### src/pkg/pvcr_pkg.sv
// pvcr_pkg: addresses, field positions, masks and reset values
// for the PHY vendor configuration registers 18 to 20.
// assumes a 5-bit management register number and 16-bit words.
package pvcr_pkg;

  localparam int          PVCR_AW         = 5;
  localparam int          PVCR_DW         = 16;
  localparam int          PVCR_NPD        = 9;

  // ************************************
  // register numbers
  // ************************************
  localparam logic [4:0]  PVCR_A_TENBASE  = 5'h12;
  localparam logic [4:0]  PVCR_A_PDTEST   = 5'h13;
  localparam logic [4:0]  PVCR_A_SPECCFG  = 5'h14;

  // ************************************
  // tenbase_config_status fields
  // ************************************
  localparam int          PVCR_B_LPEN     = 14;
  localparam int          PVCR_B_HBEAT    = 13;
  localparam int          PVCR_B_SQL      = 12;
  localparam int          PVCR_B_JAB      = 11;
  localparam int          PVCR_B_POLREV   = 0;

  // ************************************
  // specified_config fields
  // ************************************
  localparam int          PVCR_B_TSA      = 15;
  localparam int          PVCR_B_TSB      = 14;
  localparam int          PVCR_B_FSD      = 13;
  localparam int          PVCR_B_TSC      = 12;
  localparam int          PVCR_B_ANFP     = 11;
  localparam int          PVCR_B_TXPS     = 10;
  localparam int          PVCR_B_XST      = 7;
  localparam int          PVCR_B_ANLB     = 6;
  localparam int          PVCR_B_XVAL     = 5;
  localparam int          PVCR_B_XOVR     = 4;
  localparam int          PVCR_B_MON1     = 3;
  localparam int          PVCR_B_MON0     = 2;
  localparam int          PVCR_B_PDLV     = 0;

  // ************************************
  // writable masks and reset values
  // ************************************
  localparam logic [15:0] PVCR_WM_TENBASE = 16'h7C00;
  localparam logic [15:0] PVCR_WM_PDTEST  = 16'h01FF;
  localparam logic [15:0] PVCR_WM_SPECCFG = 16'hFF7F;
  localparam logic [15:0] PVCR_RV_TENBASE = 16'h7800;
  localparam logic [15:0] PVCR_RV_PDTEST  = 16'h0000;
  localparam logic [15:0] PVCR_RV_SPECCFG = 16'h0000;

  typedef struct packed {
    logic [15:0] tenbase;
    logic [15:0] pdtest;
    logic [15:0] speccfg;
    logic        pol_rev;
    logic        xover;
    logic [15:0] rdata;
  } pvcr_state_s;

endpackage : pvcr_pkg

### src/hw/pvcr_regs.sv
// pvcr_regs: vendor configuration registers 18..20 of the 10/100 PHY
// and the control levels they drive into the PHY sub-blocks.
// assumes a management master on clk, one strobe per cycle, and
// status inputs already synchronous to clk.
`timescale 1ns/1ps

module pvcr_regs
  import pvcr_pkg::*;
(
  input  wire logic                clk,
  input  wire logic                rst,
  input  wire logic [PVCR_AW-1:0]  reg_addr,
  input  wire logic [PVCR_DW-1:0]  reg_wdata,
  input  wire logic                reg_wr,
  input  wire logic                reg_rd,
  output logic      [PVCR_DW-1:0]  reg_rdata,
  input  wire logic                speed_10,
  input  wire logic                full_duplex,
  input  wire logic                tp_loopback,
  input  wire logic                polarity_rev_in,
  input  wire logic                auto_crossover_in,
  input  wire logic                sd_raw,
  output logic                     link_pulse_tx_en,
  output logic                     link_good_force,
  output logic                     heartbeat_on,
  output logic                     squelch_normal,
  output logic                     jabber_on,
  output logic      [PVCR_NPD-1:0] pd_sub_block,
  output logic                     sd_good,
  output logic                     autoneg_full_power,
  output logic                     ten_meg_tx_power_save,
  output logic                     crossover_state,
  output logic                     autoneg_loopback_test,
  output logic      [2:0]          test_select,
  output logic      [1:0]          monitor_select
);

  // ************************************
  // state
  // ************************************
  pvcr_state_s s_q;
  pvcr_state_s s_d;

  function automatic logic hit(input logic [PVCR_AW-1:0] a,
                               input logic [PVCR_AW-1:0] r);
    hit = (a == r);
  endfunction : hit

  logic [PVCR_DW-1:0] rd_tenbase;
  logic [PVCR_DW-1:0] rd_speccfg;

  // read-only bits are merged at read time only
  assign rd_tenbase = (s_q.tenbase & PVCR_WM_TENBASE)
                    | {15'h0000, s_q.pol_rev};
  assign rd_speccfg = (s_q.speccfg & PVCR_WM_SPECCFG)
                    | ({15'h0000, s_q.xover} << PVCR_B_XST);

  always_comb begin
    s_d       = s_q;
    s_d.pol_rev = polarity_rev_in;
    // manual value only while override set, else auto decision
    s_d.xover = s_q.speccfg[PVCR_B_XOVR] ? s_q.speccfg[PVCR_B_XVAL]
                                         : auto_crossover_in;
    s_d.rdata = 16'h0000;
    if (reg_wr) begin
      if (hit(reg_addr, PVCR_A_TENBASE)) begin
        s_d.tenbase = reg_wdata & PVCR_WM_TENBASE;
      end
      if (hit(reg_addr, PVCR_A_PDTEST)) begin
        s_d.pdtest = reg_wdata & PVCR_WM_PDTEST;
      end
      if (hit(reg_addr, PVCR_A_SPECCFG)) begin
        s_d.speccfg = reg_wdata & PVCR_WM_SPECCFG;
      end
    end
    // unmapped numbers read as zero
    if (reg_rd) begin
      if (hit(reg_addr, PVCR_A_TENBASE)) begin
        s_d.rdata = rd_tenbase;
      end else if (hit(reg_addr, PVCR_A_PDTEST)) begin
        s_d.rdata = s_q.pdtest & PVCR_WM_PDTEST;
      end else if (hit(reg_addr, PVCR_A_SPECCFG)) begin
        s_d.rdata = rd_speccfg;
      end
    end
  end

  always_ff @(posedge clk or posedge rst) begin
    if (rst) begin
      s_q.tenbase <= PVCR_RV_TENBASE;
      s_q.pdtest  <= PVCR_RV_PDTEST;
      s_q.speccfg <= PVCR_RV_SPECCFG;
      s_q.pol_rev <= 1'b0;
      s_q.xover   <= 1'b0;
      s_q.rdata   <= 16'h0000;
    end else begin
      s_q <= s_d;
    end
  end

  assign reg_rdata = s_q.rdata;

  // ************************************
  // control levels to the PHY
  // ************************************
  // link pulse control only means something at 10M
  assign link_pulse_tx_en = speed_10 &  s_q.tenbase[PVCR_B_LPEN];
  assign link_good_force  = speed_10 & ~s_q.tenbase[PVCR_B_LPEN];
  // no collision test in full duplex, so the bit is moot there
  assign heartbeat_on = ~full_duplex & s_q.tenbase[PVCR_B_HBEAT];
  assign squelch_normal = s_q.tenbase[PVCR_B_SQL];
  // outside the two modes jabber stays on
  assign jabber_on = (speed_10 & (full_duplex | tp_loopback))
                   ? s_q.tenbase[PVCR_B_JAB] : 1'b1;

  genvar gi;
  generate
    for (gi = 0; gi < PVCR_NPD; gi++) begin : g_pd
      assign pd_sub_block[gi] = s_q.pdtest[gi]
                              & s_q.speccfg[PVCR_B_PDLV];
    end
  endgenerate

  assign sd_good               = sd_raw | s_q.speccfg[PVCR_B_FSD];
  assign autoneg_full_power    = s_q.speccfg[PVCR_B_ANFP];
  assign ten_meg_tx_power_save = speed_10 & s_q.speccfg[PVCR_B_TXPS];
  assign crossover_state       = s_q.xover;
  assign autoneg_loopback_test = s_q.speccfg[PVCR_B_ANLB];
  assign test_select    = {s_q.speccfg[PVCR_B_TSA], s_q.speccfg[PVCR_B_TSB],
                           s_q.speccfg[PVCR_B_TSC]};
  assign monitor_select = {s_q.speccfg[PVCR_B_MON1],
                           s_q.speccfg[PVCR_B_MON0]};
endmodule : pvcr_regs

### config.mk
export PLATFORM = sky130hd
export DESIGN_NAME = pvcr_regs
export DESIGN_NICKNAME = d
export VERILOG_FILES = /design/src/pkg/pvcr_pkg.sv /design/src/hw/pvcr_regs.sv
export SDC_FILE = /design/constraint.sdc
export NUM_CORES = 1
export LEC_CHECK = 0
export BUFFER_PORTS_ARGS = -buffer_cell sky130_fd_sc_hd__buf_2
export CAP_MARGIN = 25
export CORE_UTILIZATION = 45
export DETAILED_ROUTE_END_ITERATION = 16
export PLACE_DENSITY = 0.76
export SLEW_MARGIN = 20
export SYNTH_ARGS = -nofsm -noshare
export SYNTH_HDL_FRONTEND = slang
export SYNTH_SLANG_ARGS = --single-unit
### constraint.sdc
create_clock -name clk -period 1.3 [get_ports clk]
set_input_delay 0.26 -clock clk [delete_from_list [all_inputs] [get_ports clk]]
set_output_delay 0.26 -clock clk [all_outputs]
set_load 0.05 [all_outputs]
==> flow_summary.yaml <==
worst_setup_path:
  path_cells: "buf_4, and2_1, buf_6"
  crit_path_end_kind: "output pin"
  r2r_slack_ns: 0.24
  crit_start: "s_q[18]"
  rr_startpoint: "s_q[18]"
  critPathKind: "flop to output pin"
  crit_path_max_incr_delay_ns: 0.43
  cp.arrival_ns: 1.19
  cp_max_fo: 3
  cp_data_required_time_ns: 1.04
  crit_slowest_cell: "dfrtp_2"
  critPathLaunchType: "flop"
synth:
  synth.net_count: 182
  yosys.area_share.xor_xnor_pct: 0
  synth_top_family_by_area: "multiplexers"
  ys_warn_count: 0
  synth_adder_area_share_pct: 0
  synth_seq_cells: 47
  synth_area_leaders: "dfrtp_1 51%, mux2_2 11%, buf_4 7.5%"
  synth_edf_count: 0
  synth.area.mux_share_pct: 17.88
  ys.flop_type: "dfrtp_1"
  mappedNetlistArea_sq_mm: 0.002100
  synth-async-reset-ratio_pct: 100.0
  ys_types: 26
  synth-simple-area-share_pct: 8.939
  synthCells: 151
  ys_seq_area_share_pct: 56.26
  synth_top_area_share_pct: 51.25
  yosysTopAreaCell: "dfrtp_1"
  synth_compound_area_share_pct: 6.675
  synth_area_per_cell_sq_um: 13.90
floorplanning:
  io_pins: 71
  core_area_sq_mm: 0.004414
  die_w_um: 70.31
  std_cell_rows: 24
  die_area_sq_mm: 0.004943
  start_util_pct: 47.56
  die_h_um: 70.31
sta:
  setup_ws_ns: -0.1468
  setup_viol: 14
  fin_skew_ns: 0.008535
  fmax_mhz: 691.2
  drv_slew: 0
  period_minus_slack_ns: 1.447
  slew_headroom_pct: 75.98
  worst_pin_slew_ns: 0.3604
  fin_crit_sh_pct: 111.3
  setup_tns_ns: -1.498
  rsz0062_at_grt: "yes"
  finalHoldViolCount: 0
flow_run:
  maxCapViolCount: 0
cells_and_area:
  layout_common_cells: "54 x buf_2, 42 x dfrtp_1, 20 x mux2_2, 15 x buf_4, 13 x buf_6"
  syn2layout_area_growth_pct: 30.10
  mostFrequentLayoutCell: "buf_2"
  final_nets: 252
  drive_gt1_share_pct: 65.32
  fin_area_sq_mm: 0.002731
  diodes: 0
  multiInputGateArea_sq_um: 738.2
  final.fill_count: 335
  ff_latch_area_sq_mm: 0.001182
  fin_util_pct: 61.88
pwr:
  sw_frac_of_total_pct: 32.74
  p_comb_share_pct: 29.9
  p_per_area_mw_per_mm2: 1389
  ir_drop_uv: 732.5
  pwr-share-clk_pct: 22.3
  intPower_mw: 2.551
  power.share.sequential_pct: 47.7
  switchingPower_mw: 1.242
  p_leak_nw: 1.440
run_status:
  outcome: "finished with violations"
  violations: "negative setup slack"
detailed_routing:
  drt-total-wl_mm: 4.184
  drt_pre_antenna_iters: 4
  avgRoutedWirePerCell_um: 15.27
  drtIter0Drc: 40
  viasPerCell: 5.058
  vias: 1386
  postRouteAntennaNets: 0
  post-route-drc-count: 0
clock_tree:
  cts_buffers: 5
  cts_tree: "built"
  worstSkewPairLatency_ns: 0.30
  clockRootBuffer: "clkbuf_8"
  clk_pin_slew_ns: 0.08
  numClockSinks: 47
  cts.htree.levels: 2
  clockBufferDepth: 2
placed_design:
  port_buffers: 70
  dpl_cell_area_sq_mm: 0.002422
  dp_hpwl_mm: 2.860
  place.gp.congestion: 0.7897
  preCtsSetupSlack_ns: -0.2982
global_route:
  antenna_found_initial: 0
  first_global_vias: 1313
  grt_remaining_overflow: 0
  grt_use_total_pct: 17.22
  grt_pass1_wl_mm: 6.437
  grt_max_degree: 30
worst_hold_path:
  hp-class: "input port to flop"
  min_from: "polarity_rev_in"
-- path summary, 6_finish.rpt --
| path | end | depth (start not counted) |
|---|---|---|
| setup / recovery | pd_sub_block[1] | 3 |
| hold / removal | s_q[17] | 1 |
| setup reg to reg | reg_rdata[0] | 4 |
| hold reg to reg | reg_rdata[9] | 1 |
| max in group asynchronous | s_q[18] | 4 |
| min in group asynchronous | test_select[0] | 4 |
-- per-stage QoR --
| step | power [mW] | hold WS (ns) | std cells |
|---|---|---|---|
| 6_report | 3.793 | 0.05949 | 274 |
| 3_5_place_dp | 2.750 | 0.3254 | 258 |
| 5_1_grt | 3.961 | 0.05437 | 274 |
| 4_1_cts | 3.735 | 0.05299 | 270 |
| 2_1_floorplan | 2.553 | 0.2818 | 151 |
| 3_3_place_gp | 2.728 | 0.3237 | 258 |
-- power by group through the flow --
stage / logic, mW / registers, mW / clock network [mW]
2_1_floorplan: 0.679 / 1.87 / 0
3_3_place_gp: 0.894 / 1.83 / 0
3_5_place_dp: 0.911 / 1.84 / 0
4_1_cts: 1.05 / 1.81 / 0.866
5_1_grt: 1.19 / 1.83 / 0.935
6_report: 1.14 / 1.81 / 0.848
-- cell families (layout without fill, tap and decap cells) --
family / count (synthesis) / in the layout
buffers and inverters: 30 / 101
muxes: 30 / 30
and+or+nand+nor: 28 / 28
DFF: 47 / 47
AOI/OAI and AO/OA: 16 / 16
-- sequential cells by signal, summed over array words and instances, names as in the netlist --
signal                 cells
crossover_state            1
reg_rdata                 16
s_q                       22
autoneg_loopback_test      1
autoneg_full_power         1
monitor_select             2
test_select                3
squelch_normal             1
-- area by class of cell --
class,instances,area share (%)
flip-flops and latches,47,43.29
inverters,3,0.5497
clock inverters,1,0.1832
repair buffers,90,23.77
well taps,52,2.382
multi-input cells,74,27.03
clock buffers,7,2.794
-- worst max-delay path: cells and delay by family, from the launching register on --
kind / cells / cell delay, ns
simple gates: 1 / 0.16
flops: 1 / 0.43
buf+inv: 2 / 0.30
-- cells in the mapped netlist, types with 2 or more instances --
library cell,count
dfrtp_1,43
buf_4,21
mux2_2,20
and2_1,13
a22o_1,12
mux2_4,10
clkbuf_1,4
dfstp_2,4
inv_1,3
nor2b_1,3
nand3_1,2
nor2_1,2
-- per-layer routing --
metal | wire length (um) | track usage, % | vias up
met1 | 1743 | 21.22 | 686
met4 | 134 | 10.22 | 0
li1 | - | - | 644
met3 | 171 | 3.175 | 11
met2 | 2134 | 28.04 | 45
met5 | 0 | 0 | -
-- what timing repair did --
item,CTS,global route
gates resized for setup,41,15
hold endpoints to repair,11,0
cloned,0,0
hold buffers,1,0
setup endpoints to repair,16,26
buffers inserted,3,4
pin swaps,3,0
Note: power is estimated with default switching activity, not from simulation.
